==> config.mk <==
export PLATFORM = sky130hd
export DESIGN_NAME = fcs_channel_ctrl
export DESIGN_NICKNAME = d
export VERILOG_FILES = /design/src/shared/fcs_pkg.sv /design/src/shared/fcs_stream_if.sv /design/src/fcs_fifo.sv /design/src/fcs_channel_ctrl.sv
export SDC_FILE = /design/constraint.sdc
export NUM_CORES = 1
export LEC_CHECK = 0
export ABC_AREA = 1
export BUFFER_PORTS_ARGS = -buffer_cell sky130_fd_sc_hd__buf_2
export CELL_PAD_IN_SITES_DETAIL_PLACEMENT = 1
export CELL_PAD_IN_SITES_GLOBAL_PLACEMENT = 1
export CORE_MARGIN = 8
export CORE_UTILIZATION = 40
export DETAILED_ROUTE_END_ITERATION = 10
export MAX_ROUTING_LAYER = met4
export PLACE_DENSITY_LB_ADDON = 0.1
export RECOVER_POWER = 25
export SLEW_MARGIN = 20
export SYNTH_ARGS = -nofsm -noshare
export SYNTH_HDL_FRONTEND = slang
export SYNTH_HIERARCHICAL = 1
export SYNTH_SLANG_ARGS = --single-unit
==> constraint.sdc <==
create_clock -name mclk -period 16.3 [get_ports mclk]
set_clock_uncertainty 0.05 [all_clocks]
set_input_delay 1.63 -clock mclk [delete_from_list [all_inputs] [get_ports mclk]]
set_output_delay 1.63 -clock mclk [all_outputs]
set_load 0.02 [all_outputs]
==> src/shared/fcs_pkg.sv <==
// Shared constants and types for the FIR stream channel control block
`default_nettype none
package fcs_pkg;
   // Framing modes of the input last marker
   typedef enum logic [1:0] {FRAME_NONE, FRAME_VECTOR, FRAME_PACKET} fcs_frame_t;
   // Register port
   localparam int ADDR_W = 4;
   localparam int REG_W = 32;
   localparam logic [3:0] REG_CTRL = 4'h0;
   localparam logic [3:0] REG_STATUS = 4'h4;
   localparam logic [3:0] REG_COUNT = 4'h8;
   // Control register fields and reset values
   localparam int CTRL_PKT_SYNC = 0;
   localparam logic CTRL_PKT_SYNC_RST = 1'b0;
   // Status register fields
   localparam int ST_SET_LSB = 0;
   localparam int ST_SET_W = 8;
   localparam int ST_PEND_LSB = 8;
   localparam int ST_PEND_W = 8;
   localparam int ST_SEEN = 16;
   localparam int ST_PRIMED = 17;
   // Sizes
   localparam int COUNT_W = 16;
   localparam int DEF_FIFO_DEPTH = 16;
   localparam int MAX_USER_W = 256;
   localparam int MAX_SLOTS = 256;
   localparam int RST_MIN_CYC = 2;
endpackage
`default_nettype wire

==> src/shared/fcs_stream_if.sv <==
// Valid/ready stream carrier between the block's own modules
`timescale 1ns/100ps
`default_nettype none
interface fcs_stream_if #(
   parameter int W = 8
);
   logic valid; // Word on offer
   logic ready; // Receiver takes it
   logic [W-1:0] data; // Payload
   // Sending end
   modport tx (output valid, output data, input ready);
   // Receiving end
   modport rx (input valid, input data, output ready);
endinterface
`default_nettype wire

==> src/fcs_fifo.sv <==
// Synchronous FIFO with valid/ready on both sides
`timescale 1ns/100ps
`default_nettype none
module fcs_fifo #(
   parameter int W = 8,
   parameter int DEPTH = 8
) (
   // Clock and reset
   input wire logic mclk,
   input wire logic rst,
   // Filling side
   fcs_stream_if.rx wr,
   // Draining side
   fcs_stream_if.tx rd
);
   localparam int PTR_W = DEPTH > 1 ? $clog2(DEPTH) : 1;
   localparam int CNT_W = $clog2(DEPTH + 1);
   localparam logic [CNT_W-1:0] FULL_CNT = CNT_W'(DEPTH);
   localparam logic [PTR_W-1:0] LAST_PTR = PTR_W'(DEPTH - 1);

   logic [W-1:0] mem_q [DEPTH]; // Storage words
   logic [PTR_W-1:0] wptr_q; // Next slot to write
   logic [PTR_W-1:0] rptr_q; // Oldest word
   logic [CNT_W-1:0] cnt_q; // Words held
   logic push;
   logic pop;

   // Full and empty come straight from the count, never guessed
   assign wr.ready = cnt_q != FULL_CNT;
   assign rd.valid = cnt_q != '0;
   assign rd.data = mem_q[rptr_q];
   assign push = wr.valid && wr.ready;
   assign pop = rd.valid && rd.ready;

   // Storage write, no reset needed on payload
   always_ff @(posedge mclk) begin
      if (push) begin
         mem_q[wptr_q] <= wr.data;
      end
   end

   // Pointers and occupancy
   always_ff @(posedge mclk) begin
      if (rst) begin
         wptr_q <= '0;
         rptr_q <= '0;
         cnt_q <= '0;
      end else begin
         if (push) begin
            wptr_q <= (wptr_q == LAST_PTR) ? '0 : wptr_q + 1'b1;
         end
         if (pop) begin
            rptr_q <= (rptr_q == LAST_PTR) ? '0 : rptr_q + 1'b1;
         end
         if (push && !pop) begin
            cnt_q <= cnt_q + 1'b1;
         end else if (pop && !push) begin
            cnt_q <= cnt_q - 1'b1;
         end
      end
   end
endmodule
`default_nettype wire

==> src/fcs_channel_ctrl.sv <==
// Channel control of a streaming FIR filter: framing, config, reload
//
// Local design decisions: strobed register access and the address map.
`timescale 1ns/100ps
`default_nettype none
module fcs_channel_ctrl #(
   parameter int NUM_CHAN = 4,
   parameter int DATA_W = 16,
   parameter int COEF_W = 16,
   parameter int USER_W = 8,
   parameter int NUM_SETS = 4,
   parameter int NUM_SLOTS = 1,
   parameter int LAT = 4,
   parameter fcs_pkg::fcs_frame_t FRAME = fcs_pkg::FRAME_VECTOR,
   parameter bit HAS_USER = 1'b1,
   parameter bit HAS_CHAN_ID = 1'b1,
   parameter bit HAS_OUT_READY = 1'b1,
   parameter bit HAS_FIFO = 1'b1,
   parameter int FIFO_DEPTH = fcs_pkg::DEF_FIFO_DEPTH,
   parameter bit HAS_CE = 1'b1,
   parameter bit RESET_DATA = 1'b1,
   parameter bit PER_CHANNEL = 1'b0,
   parameter int CHAN_W = NUM_CHAN > 1 ? $clog2(NUM_CHAN) : 1,
   parameter int SET_W = NUM_SETS > 1 ? $clog2(NUM_SETS) : 1
) (
   // Clock, reset, enable
   input wire logic mclk,
   input wire logic rst,
   input wire logic ce,
   // Input sample stream, user = {channel_index_field, user}
   input wire logic s_valid,
   output logic s_ready,
   input wire logic [DATA_W-1:0] s_data,
   input wire logic s_last,
   input wire logic [USER_W+CHAN_W-1:0] s_user,
   // Output stream, user = {data_valid, channel_index_field, user}
   output logic m_valid,
   input wire logic m_ready,
   output logic [DATA_W+COEF_W-1:0] m_data,
   output logic m_last,
   output logic [USER_W+CHAN_W:0] m_user,
   // Configuration packets
   input wire logic cfg_valid,
   output logic cfg_ready,
   input wire logic [NUM_CHAN*SET_W-1:0] cfg_data,
   // Coefficient reload, data = {set, coefficient}
   input wire logic rld_valid,
   output logic rld_ready,
   input wire logic [SET_W+COEF_W-1:0] rld_data,
   // Framing error pulses in vector framing
   output logic evt_last_missing,
   output logic evt_last_early,
   // Register port
   input wire logic [fcs_pkg::ADDR_W-1:0] reg_addr,
   input wire logic [fcs_pkg::REG_W-1:0] reg_wdata,
   input wire logic reg_wr,
   input wire logic reg_rd,
   output logic [fcs_pkg::REG_W-1:0] reg_rdata
);
   localparam int OUT_W = DATA_W + COEF_W;
   localparam int UIN_W = USER_W + CHAN_W;
   localparam int BUF_W = 1 + UIN_W + DATA_W;
   localparam int BUF_D = FIFO_DEPTH > NUM_CHAN ? FIFO_DEPTH : NUM_CHAN;
   localparam int RC_W = $clog2(NUM_SLOTS + 1);
   localparam logic [CHAN_W-1:0] LAST_CHAN = CHAN_W'(NUM_CHAN - 1);
   localparam logic [RC_W-1:0] SLOTS_FULL = RC_W'(NUM_SLOTS);
   localparam logic [CHAN_W:0] PRIME_CNT = (CHAN_W+1)'(NUM_CHAN);
   localparam logic [COEF_W-1:0] COEF_RST = COEF_W'(1);

   // Enable, stall and processing terms
   logic ce_eff; // Effective clock enable
   logic out_hold; // Output word waits for downstream
   logic adv; // Pipeline moves this cycle
   logic proc; // A sample enters the datapath
   logic consume; // A config packet is taken
   logic b_valid; // Buffered sample on offer
   logic [BUF_W-1:0] b_word; // Buffered {last, user, data}
   logic b_last; // Buffered last, framing applied
   logic [UIN_W-1:0] b_user;
   logic [DATA_W-1:0] b_data;
   // Control state
   logic [CHAN_W-1:0] chan_q; // Channel of next sample
   logic seen_last_q; // Last marker received since consume
   logic pkt_sync_q; // Packet synchronisation enabled
   logic [CHAN_W:0] prime_q; // Samples since reset, saturating
   logic [SET_W-1:0] active_q [NUM_CHAN]; // Active set per channel
   logic [SET_W-1:0] sel_set; // Set used for this sample
   logic [COEF_W-1:0] coef_q [NUM_SETS]; // Coefficients in use
   logic [SET_W-1:0] slot_set_q [NUM_SLOTS]; // Pending reloads
   logic [COEF_W-1:0] slot_coef_q [NUM_SLOTS];
   logic [RC_W-1:0] rcnt_q; // Pending reload count
   logic [fcs_pkg::COUNT_W-1:0] count_q; // Samples processed
   // Pipeline
   logic [LAT-1:0] pv_q; // Stage holds a sample
   logic [LAT-1:0] pl_q; // Last marker per stage
   logic [LAT-1:0] pok_q; // Meaningful-output flag per stage
   logic [OUT_W-1:0] pd_q [LAT];
   logic [UIN_W-1:0] pu_q [LAT];
   logic [CHAN_W-1:0] pc_q [LAT];

   fcs_stream_if #(.W(BUF_W)) in_if ();
   fcs_stream_if #(.W(BUF_W)) buf_if ();

   // Without the port the enable is taken as high
   assign ce_eff = !HAS_CE || ce;

   // Gating the input handshake keeps the buffer still
   assign in_if.valid = s_valid && ce_eff;
   assign in_if.data = {s_last, s_user, s_data};
   assign s_ready = in_if.ready && ce_eff;

   // Input buffer deep enough for a whole vector
   generate
      if (HAS_FIFO) begin : g_fifo
         fcs_fifo #(
            .W(BUF_W),
            .DEPTH(BUF_D)
         ) u_fifo (
            .mclk(mclk),
            .rst(rst),
            .wr(in_if),
            .rd(buf_if)
         );
      end else begin : g_direct
         assign buf_if.valid = in_if.valid;
         assign buf_if.data = in_if.data;
         assign in_if.ready = buf_if.ready;
      end
   endgenerate

   assign b_valid = buf_if.valid;
   assign b_word = buf_if.data;
   assign b_data = b_word[DATA_W-1:0];
   assign b_user = b_word[DATA_W +: UIN_W];
   // Marker dropped when framing is off
   assign b_last = (FRAME != fcs_pkg::FRAME_NONE) && b_word[BUF_W-1];

   // Stall the whole pipeline while the output word waits
   assign out_hold = HAS_OUT_READY && pv_q[LAT-1] && !m_ready;
   assign adv = ce_eff && !out_hold;
   assign buf_if.ready = adv;
   assign proc = adv && b_valid;

   // Consume on a vector's first sample, or every sample for one channel
   // packet mode also waits for a last
   assign consume = proc && cfg_valid
      && (NUM_CHAN == 1 || chan_q == '0)
      && (!pkt_sync_q || seen_last_q);
   assign cfg_ready = consume;

   // A new packet applies to the very sample that consumes it
   always_comb begin
      sel_set = active_q[chan_q];
      if (consume) begin
         // One set for all channels, or a slice per channel
         sel_set = PER_CHANNEL ? cfg_data[chan_q*SET_W +: SET_W]
                               : cfg_data[SET_W-1:0];
      end
   end

   // Channel counter, resynchronised by the marker in vector framing
   always_ff @(posedge mclk) begin
      if (rst) begin
         chan_q <= '0;
      end else if (proc) begin
         if (FRAME == fcs_pkg::FRAME_VECTOR && b_last) begin
            chan_q <= '0;
         end else if (chan_q == LAST_CHAN) begin
            chan_q <= '0;
         end else begin
            chan_q <= chan_q + 1'b1;
         end
      end
   end

   // Framing checks: upstream must mark the final channel
   always_ff @(posedge mclk) begin
      if (rst) begin
         evt_last_missing <= 1'b0;
         evt_last_early <= 1'b0;
      end else if (ce_eff) begin
         evt_last_missing <= FRAME == fcs_pkg::FRAME_VECTOR && proc
            && chan_q == LAST_CHAN && !b_last;
         evt_last_early <= FRAME == fcs_pkg::FRAME_VECTOR && proc
            && chan_q != LAST_CHAN && b_last;
      end
   end

   // Marker seen at the input port; a new one beats the clearing consume
   always_ff @(posedge mclk) begin
      if (rst) begin
         seen_last_q <= 1'b0;
      end else if (s_valid && s_ready && s_last
                   && FRAME != fcs_pkg::FRAME_NONE) begin
         seen_last_q <= 1'b1;
      end else if (consume) begin
         seen_last_q <= 1'b0;
      end
   end

   // Active set per channel
   always_ff @(posedge mclk) begin
      if (rst) begin
         for (int i = 0; i < NUM_CHAN; i++) begin
            active_q[i] <= '0;
         end
      end else if (consume) begin
         for (int i = 0; i < NUM_CHAN; i++) begin
            active_q[i] <= PER_CHANNEL ? cfg_data[i*SET_W +: SET_W]
                                       : cfg_data[SET_W-1:0];
         end
      end
   end

   // Reload slots fill ahead; nothing reaches use until a consume
   assign rld_ready = ce_eff && (consume || rcnt_q != SLOTS_FULL);

   always_ff @(posedge mclk) begin
      if (rst) begin
         rcnt_q <= '0;
      end else if (ce_eff) begin
         // Commit empties the slots; a same-cycle reload takes slot 0
         rcnt_q <= (consume ? '0 : rcnt_q)
            + RC_W'(rld_valid && rld_ready);
      end
   end

   // Slot storage, no reset needed
   always_ff @(posedge mclk) begin
      if (rld_valid && rld_ready) begin
         slot_set_q[consume ? '0 : rcnt_q] <= rld_data[COEF_W +: SET_W];
         slot_coef_q[consume ? '0 : rcnt_q] <= rld_data[COEF_W-1:0];
      end
   end

   // Coefficients in use; pending slots land in order on consume
   always_ff @(posedge mclk) begin
      if (rst) begin
         for (int i = 0; i < NUM_SETS; i++) begin
            coef_q[i] <= COEF_RST;
         end
      end else if (consume) begin
         for (int i = 0; i < NUM_SLOTS; i++) begin
            if (RC_W'(i) < rcnt_q) begin
               coef_q[slot_set_q[i]] <= slot_coef_q[i];
            end
         end
      end
   end

   // Count of samples since reset, for the output-valid flag
   always_ff @(posedge mclk) begin
      if (rst) begin
         prime_q <= '0;
      end else if (proc && prime_q != PRIME_CNT) begin
         prime_q <= prime_q + 1'b1;
      end
   end

   // Pipeline control bits are always cleared by reset
   always_ff @(posedge mclk) begin
      if (rst) begin
         pv_q <= '0;
         pl_q <= '0;
         pok_q <= '0;
      end else if (adv) begin
         pv_q <= {pv_q[LAT-2:0], b_valid};
         // Marker rides with its sample, same latency
         pl_q <= {pl_q[LAT-2:0], b_last};
         // Each channel needs one sample since reset
         pok_q <= {pok_q[LAT-2:0], prime_q != '0
                   && (prime_q == PRIME_CNT || chan_q < prime_q[CHAN_W-1:0])};
      end
   end

   // Data vector, cleared by reset only when chosen
   always_ff @(posedge mclk) begin
      if (rst && RESET_DATA) begin
         for (int i = 0; i < LAT; i++) begin
            pd_q[i] <= '0;
            pu_q[i] <= '0;
            pc_q[i] <= '0;
         end
      end else if (adv) begin
         // Stand-in product of sample and the selected coefficient
         pd_q[0] <= OUT_W'(b_data) * OUT_W'(coef_q[sel_set]);
         pu_q[0] <= b_user;
         pc_q[0] <= chan_q;
         for (int i = 1; i < LAT; i++) begin
            pd_q[i] <= pd_q[i-1];
            pu_q[i] <= pu_q[i-1];
            pc_q[i] <= pc_q[i-1];
         end
      end
   end

   // Output stream from the last stage
   assign m_valid = pv_q[LAT-1];
   assign m_data = pd_q[LAT-1];
   assign m_last = (FRAME != fcs_pkg::FRAME_NONE) && pl_q[LAT-1];
   // Output user fields exist only when chosen
   assign m_user[USER_W-1:0] = HAS_USER ? pu_q[LAT-1][USER_W-1:0]
                                        : '0;
   assign m_user[USER_W +: CHAN_W] = HAS_CHAN_ID ? pc_q[LAT-1] : '0;
   // Valid flag only when the data vector is not reset
   assign m_user[UIN_W] = !RESET_DATA && pok_q[LAT-1];

   // Control register write
   always_ff @(posedge mclk) begin
      if (rst) begin
         pkt_sync_q <= fcs_pkg::CTRL_PKT_SYNC_RST;
      end else if (reg_wr && reg_addr == fcs_pkg::REG_CTRL) begin
         pkt_sync_q <= reg_wdata[fcs_pkg::CTRL_PKT_SYNC];
      end
   end

   // Processed-sample counter, wraps
   always_ff @(posedge mclk) begin
      if (rst) begin
         count_q <= '0;
      end else if (proc) begin
         count_q <= count_q + 1'b1;
      end
   end

   // Read data stands one cycle after the strobe, zero otherwise
   always_ff @(posedge mclk) begin
      if (rst) begin
         reg_rdata <= '0;
      end else begin
         reg_rdata <= '0;
         if (reg_rd) begin
            case (reg_addr)
               fcs_pkg::REG_CTRL: begin
                  reg_rdata[fcs_pkg::CTRL_PKT_SYNC] <= pkt_sync_q;
               end
               fcs_pkg::REG_STATUS: begin
                  reg_rdata[fcs_pkg::ST_SET_LSB +: fcs_pkg::ST_SET_W]
                     <= fcs_pkg::ST_SET_W'(active_q[0]);
                  reg_rdata[fcs_pkg::ST_PEND_LSB +: fcs_pkg::ST_PEND_W]
                     <= fcs_pkg::ST_PEND_W'(rcnt_q);
                  reg_rdata[fcs_pkg::ST_SEEN] <= seen_last_q;
                  reg_rdata[fcs_pkg::ST_PRIMED] <= prime_q == PRIME_CNT;
               end
               fcs_pkg::REG_COUNT: begin
                  reg_rdata[fcs_pkg::COUNT_W-1:0] <= count_q;
               end
               default: begin
                  reg_rdata <= '0;
               end
            endcase
         end
      end
   end
endmodule
`default_nettype wire

* Yosys cells after proc, flatten, opt, wreduce, memory -nomap -nowiden
Memories as Yosys holds them, arrays and structs flattened. A register that Yosys moved wholly into a read port is not among the register bits.
Cells that the tools add are included.
** Word-level totals
- Memories :: 8
- ROM bits :: 0
- Output and inout port bits :: 82
- Memory bits (writable) :: 698
- Input port bits :: 98
- Latch bits :: 0
- Flip-flop bits (word level) :: 79
** Memories
- g_fifo.u_fifo.mem_q :: depth 16, bits a word 27, rd ports 1, clocked after Yosys merged registers in 1, write ports 1, line fcs_fifo.sv:21 : logic [W-1:0] mem_q [DEPTH];
- pd_q :: depth 4, bits a word 32, rd ports 4, clocked after Yosys merged registers in 0, write ports 4, line fcs_channel_ctrl.sv:97 : logic [OUT_W-1:0] pd_q [LAT];
- coef_q :: depth 4, bits a word 16, rd ports 1, clocked after Yosys merged registers in 0, write ports 4, line fcs_channel_ctrl.sv:88 : logic [COEF_W-1:0] coef_q [NUM_SETS];
- pu_q :: depth 4, bits a word 10, rd ports 4, clocked after Yosys merged registers in 0, write ports 4, line fcs_channel_ctrl.sv:98 : logic [UIN_W-1:0] pu_q [LAT];
- slot_coef_q :: depth 1, bits a word 16, rd ports 1, clocked after Yosys merged registers in 0, write ports 1, line fcs_channel_ctrl.sv:90 : logic [COEF_W-1:0] slot_coef_q [NUM_SLOTS];
- active_q :: depth 4, bits a word 2, rd ports 2, clocked after Yosys merged registers in 1, write ports 4, line fcs_channel_ctrl.sv:86 : logic [SET_W-1:0] active_q [NUM_CHAN];
- 2 more memories
** Cells by class
- Reductions and logical operators :: 37
- $mul :: 1
- Magnitude comparators :: 1
- Bitwise logic cells :: 19
- Shift-type cells :: 0
- Multiplexer cells :: 51
- Divide/modulo/power cells :: 0
- Eq/ne operators :: 9
- Add/sub/neg operators :: 8
** Operator list (count)
- two-way mux 32 bit :: 4
- two-way mux 10 bit :: 4
- multiplier 16 x 16 -> 32 bit :: 1
- case mux 15 bit (2 select lines) :: 1
- two-way mux 2 bit :: 14
- logical AND 1 bit :: 21
- two-way mux 1 bit :: 20
- adder 16 x 1 -> 16 bit, second input constant :: 1
- two-way mux 16 bit :: 1
- two-way mux 4 bit :: 4
- OR 1 bit :: 16
- OR reduction 16 bit :: 1
- equality test 4 bit, second input constant :: 3
- two-way mux 5 bit :: 2
- adder 4 x 1 -> 4 bit, second input constant :: 2
- zero test 1 bit :: 6
- adder 5 x 1 -> 5 bit, second input constant :: 1
- != test 5 bit, second input constant :: 1
- nonzero test 5 bit :: 1
- subtractor 5 x 1 -> 5 bit, second input constant :: 1
- equality test 4 x 3 -> 1 bit, second input constant :: 1
- zero test 4 bit :: 1
- nonzero test 2 bit :: 2
- adder 3 x 1 -> 3 bit, second input constant :: 1
- other kinds (13) :: 16

* Logic depth before layout (Yosys ltp)
Gate-level depths: netlist of the first run.
- Depth in word-level cells :: 13
- Depth in mapped cells :: 35
- Mapped depth without buffers :: 33

* By module
Netlist of the first run, hierarchy kept.
** By module, submodules not included
- fcs_channel_ctrl :: sequential area each 8608.3 µm², area each 21378.0 µm², cells each 2346, instances 1
- fcs_fifo :: sequential area each 13312.8 µm², area each 18744.2 µm², cells each 1748, instances 1

* Worst setup path after synthesis of the first run
OpenSTA, ideal clock, no wires.
- Path kind :: input -> register
- Start point :: input m_ready
- End point :: memory pd_q[0][31] in the netlist's numbering (data pin)
- Stages :: 30
- Arrival :: 7.258 ns
- Data required time :: 15.995 ns
- Library setup time :: 0.255 ns
- Slack :: 8.738 ns
- Path through :: inv_1 nand2_1 nand3_1 nor2_2 nand3_2 nand2_1 buf_4 nand2_1 nand3_4 buf_4 nand3_1 fa_1 inv_1 fa_1 inv_1 fa_1 inv_1 fa_1 fa_1 inv_1 fa_1 inv_1 ha_1 nand2_1 nor2_1 nand3_1 nand3_1 nand2_1 a21oi_1 nor2_1
** RTL lines
- start, declared :: line fcs_channel_ctrl.sv:38 : input wire logic m_ready,
- end, declared :: line fcs_channel_ctrl.sv:97

==> run_results.csv, run 1 <==
group,metric,value,unit
status,status,"completed",
cells_and_area,final_layout_size_suffix_gt1_share,7.66,%
floorplan,die_area,107000,sq um
hold_path,hp-class,"reg2reg",
place,gp_congestion,0.842,
floorplan,core-area,96400,sq um
clocking,cts_tree,"done",
critical_path,critPathLaunchType,"input port",
detailed_routing,vias,26600,
synthesis,syn_area_per_cell,9.75,sq um
synthesis,ys.warnings.count,6,
critical_path,cp.buffers_inverters,7,
clocking,h-tree-depth,3,
global_routing,first_global_vias,28000,
detailed_routing,drtIter0Drc,1704,
sta,tns,0,ns
detailed_routing,wl_met3,5910,um
synthesis,syn_area,38800,sq um
critical_path,slowest_stage,"nand2_1",
clocking,clk_path_buf_depth,3,
detailed_routing,post_drt_wl_per_cell,19.3,um
sta,period_minus_slack,9.35,ns
floorplan,ios,180,
global_routing,grt_max_degree,150,
floorplan,die_h,328,um
floorplan,initial_core_util,40.3,%
cells_and_area,nFillCells,10900,
critical_path,crit-reg2reg-launch,"g_fifo.u_fifo/cnt_q[0]",
critical_path,rr_worst_depth,29,
clocking,post_cts_resized,0,
sta,finalMaxSlewViolations,0,
place,portBuffers,125,
sta,rsz0062_at_grt,"no",
sta,worst_slew_pin_slew,1.04,ns
critical_path,crit_type,"in2reg",
detailed_routing,top_layer,"met4",
clocking,clkSlewWorstSetupHoldPaths,0.06,ns
cells_and_area,final_common_cell,"nand2_1",
place,dp_hpwl,68400,um
clocking,holdBufCountCts,0,
cells_and_area,area.sequential,21000,sq um
detailed_routing,detail_route.wirelength,104000,um
floorplan,die_x,328,um
detailed_routing,detail-route-antenna-nets,0,
critical_path,r2r_slack,7.38,ns
cells_and_area,final_cell_mix,"nand2_1, inv_1, edfxtp_1",
critical_path,cp_slowest_stage_delay,0.83,ns
floorplan,rows,114,
detailed_routing,first_pass_iters,5,
synthesis,synthCells,3982,
cells_and_area,nets,4475,
detailed_routing,viasPerCell,4.91,
sta,fmax,107,MHz
clocking,clock_sinks,721,
sta,hold_viol_final,0,
clocking,cts_made_buffers,82,
detailed_routing,dr_wl_met2,46800,um
global_routing,grt_pass1_wl,162000,um
hold_path,hold_end,"evt_last_missing",
global_routing,grt_usage,19.9,%
cells_and_area,syn_to_final_growth,12.1,%
critical_path,crit_required,16.61,ns
critical_path,r2r-end,"pd_q[0][31]",
clocking,clk_latency,0.65,ns
critical_path,crit_fanout,33,
job,cap_violations,0,
detailed_routing,drc,0,
critical_path,cpLargestDelayFamily,"simple AND/OR/NAND/NOR gates",
sta,slew_headroom,30.6,%
clocking,cts_root_buf,"clkbuf_16",
clocking,cts_setup_buffers,0,
global_routing,antenna_found_initial,9,
sta,setup_slack,6.95,ns
critical_path,endpoint_kind,"flop",
detailed_routing,wl_met1,48900,um
global_routing,overflow,0,
critical_path,crit_arrival,9.66,ns
hold_path,whs_path_depth,2,
cells_and_area,multiInputGateArea,14600,sq um
cells_and_area,postLayoutCoreUtil,45.2,%
sta,setup_viol,0,
place,dp_slack,6.32,ns
sta,finalCritPeriodShare,57.3,%
hold_path,worstHoldStart,"evt_last_missing",
-- registers in the layout, indices dropped and copies added (netlist names), 3 cells and up, named ones only --
| register | cells |
|---|---|
| prime_q | 3 |
| pv_q | 4 |
| slot_coef_q | 16 |
| coef_q | 64 |
| g_fifo.u_fifo/wptr_q | 4 |
| pl_q | 4 |
| g_fifo.u_fifo/rptr_q | 4 |
| g_fifo.u_fifo/mem_q | 400 |
| pu_q | 32 |
| count_q | 16 |
| reg_rdata | 18 |
| pd_q | 128 |
| pc_q | 8 |
| g_fifo.u_fifo/cnt_q | 5 |
-- layer usage --
layer,GRT usage (%),vias to the layer above
li1,-,12800
met1,26.7,13100
met2,31.0,536
met3,3.83,154
met4,5.71,0
met5,-,-
-- worst reg2reg max path: cells and delay by family, from the launching register on --
family | cells | cell delay, ns
adders and majority gates | 7 | 3.52
buffers and inverters | 5 | 0.48
and+or+nand+nor | 16 | 4.04
AOI/OAI and AO/OA | 1 | 0.16
DFF | 1 | 0.39
-- area by class of cell --
class	count	area share [%]
tap	1276	3.67
multi-input combinational	2417	33.6
antenna	8	0.0460
timing repair buffer	164	2.12
clock buffer	97	4.94
sequential	721	48.1
inverter	677	5.88
clock inverter	50	1.62
-- through the flow --
| step | std cells | area (sq um) | hold WS (ns) |
|---|---|---|---|
| 2_1_floorplan | 3996 | 38900 | 0.377 |
| 3_3_place_gp | 5253 | 40600 | 0.403 |
| 3_5_place_dp | 5253 | 40600 | 0.417 |
| 4_1_cts | 5400 | 43500 | 0.434 |
| 5_1_grt | 5409 | 43500 | 0.457 |
| 6_report | 5410 | 43500 | 0.429 |
-- worst max path at each step --
stage            start  slack, ns  cells past startpoint     endpoint
2_1_floorplan  m_ready       8.74                     30  pd_q[0][31]
3_3_place_gp   m_ready       6.45                     30  pd_q[0][31]
3_5_place_dp   m_ready       6.32                     30  pd_q[0][31]
4_1_cts        m_ready       6.97                     30  pd_q[0][31]
5_1_grt        m_ready       6.39                     32  pd_q[0][23]
6_report       m_ready       6.95                     30  pd_q[0][31]
Power of run 1 is left out: the tool's default activity adds up to more than one toggle a clock period on the data nets, which glitch-free logic cannot reach.
==> inputs of run 2 (changes only) <==
Clock period 16.3 ns to 7.81 ns, I/O delays scaled along.
==> run 2 against run 1 <==
  * Final area is 0.71% higher
  * Highest routed layer unchanged
  * Register-to-register slack got worse by 6.9 ns
  * Critical path type is now reg2reg
  * Sequential share of layout area shrank 0.34 points
  * Non-clock buffer count rose by 59
  * Setup slack got worse by 6.4 ns
  * Flip-flop and latch count is the same
==> run_results.csv, run 2 (synthesis gave the netlist of run 1 again) <==
group,metric,value,unit
critical_path,critPathLaunchType,"flop",
floorplan,die_x,328,um
critical_path,crit_type,"reg2reg",
hold_path,worstHoldStart,"rld_data[4]",
clocking,cts_made_buffers,82,
clocking,cts_setup_buffers,0,
detailed_routing,drc,0,
clocking,post_cts_resized,0,
critical_path,crit_cells,31,
critical_path,critPathLaunch,"g_fifo.u_fifo/cnt_q[0]",
detailed_routing,viasPerCell,4.88,
cells_and_area,top_regs,"g_fifo.u_fifo/mem_q: 400 flops, pd_q: 128 flops, coef_q: 64 flops",
cells_and_area,regMostFlops,"g_fifo.u_fifo/mem_q",
cells_and_area,final_common_cell,"nand2_1",
floorplan,core-area,96400,sq um
clocking,clk_path_buf_depth,3,
detailed_routing,wl_met1,49900,um
cells_and_area,nFillCells,10900,
global_routing,grt_max_degree,175,
critical_path,slowest_stage,"fa_1",
critical_path,cp_slowest_stage_delay,0.57,ns
detailed_routing,drtIter0Drc,1655,
status,status,"completed",
floorplan,rows,114,
critical_path,crit-reg2reg-launch,"g_fifo.u_fifo/cnt_q[0]",
clocking,clkSlewWorstSetupHoldPaths,0.06,ns
cells_and_area,final_layout_size_suffix_gt1_share,8.82,%
critical_path,rr_worst_depth,31,
sta,slew_headroom,26.3,%
place,gp_congestion,0.861,
sta,hold_viol_final,0,
floorplan,ios,180,
clocking,cts_tree,"done",
floorplan,die_area,107000,sq um
floorplan,die_h,328,um
hold_path,whs_path_depth,1,
clocking,h-tree-depth,3,
detailed_routing,detail_route.wirelength,105000,um
sta,rsz0062_at_grt,"no",
critical_path,cp_common_cell,"nand2_1",
cells_and_area,syn_to_final_growth,12.9,%
global_routing,overflow,0,
cells_and_area,final_cell_mix,"nand2_1, inv_1, edfxtp_1",
critical_path,crit_required,8.14,ns
critical_path,endpoint_kind,"flop",
detailed_routing,top_layer,"met4",
sta,worst_slew_pin_slew,1.11,ns
clocking,clock_sinks,721,
sta,finalCritPeriodShare,93.5,%
clocking,cts_root_buf,"clkbuf_16",
sta,tns,0,ns
global_routing,antenna_found_initial,5,
sta,period_minus_slack,7.30,ns
global_routing,first_global_vias,28100,
detailed_routing,detail-route-antenna-nets,0,
sta,setup_viol,0,
floorplan,initial_core_util,40.3,%
cells_and_area,postLayoutCoreUtil,45.5,%
global_routing,grt_pass1_wl,164000,um
detailed_routing,post_drt_wl_per_cell,19.2,um
sta,fmax,137,MHz
cells_and_area,nets,4534,
critical_path,crit_arrival,7.63,ns
critical_path,cpLargestDelayFamily,"adder cells",
cells_and_area,largest_reg_flops,400,
clocking,holdBufCountCts,0,
place,portBuffers,125,
hold_path,hp-class,"in2reg",
global_routing,grt_usage,20.1,%
place,dp_hpwl,68900,um
sta,finalMaxSlewViolations,0,
clocking,clk_latency,0.65,ns
detailed_routing,dr_wl_met2,48500,um
critical_path,cp.buffers_inverters,5,
critical_path,crit_fanout,7,
cells_and_area,final_area,43900,sq um
detailed_routing,first_pass_iters,5,
detailed_routing,wl_met3,4530,um
place,placedInstanceArea,41200,sq um
job,cap_violations,0,
detailed_routing,vias,26700,
==> run 2: worst paths after layout <==
check | endpoint | slack [ns]
max reg2reg | pd_q[0][27] | 0.51
min | slot_coef_q[0][4] | 0.26
max | pd_q[0][27] | 0.51
min reg2reg | evt_last_missing | 0.42
==> run 2: routing by layer <==
layer | global-route usage (%) | vias to the layer above
met5 | - | -
met4 | 4.79 | 0
met3 | 3.07 | 127
met2 | 32.0 | 467
met1 | 27.1 | 13200
li1 | - | 12900
==> run 2: layout make-up <==
| type | instances | area, sq um | area share (%) |
|---|---|---|---|
| multi-input cells | 2417 | 14600 | 33.3 |
| clock buffers | 102 | 2220 | 5.07 |
| well taps | 1276 | 1600 | 3.64 |
| flip-flops and latches | 721 | 21000 | 47.8 |
| diodes | 4 | 10.0 | 0.0228 |
| inverters | 677 | 2550 | 5.82 |
| clock inverters | 45 | 390 | 0.890 |
| repair buffers | 223 | 1500 | 3.41 |
==> run 2: metrics by stage <==
step,hold slack [ns],instances,worst slack [ns]
finish,0.259,5465,0.509
global placement,0.402,5313,0.170
global route,0.241,5465,0.00102
CTS,0.223,5460,0.422
detailed placement,0.413,5313,0.0850
floorplan,0.377,3996,1.10
Power of run 2 is left out for the same reason.
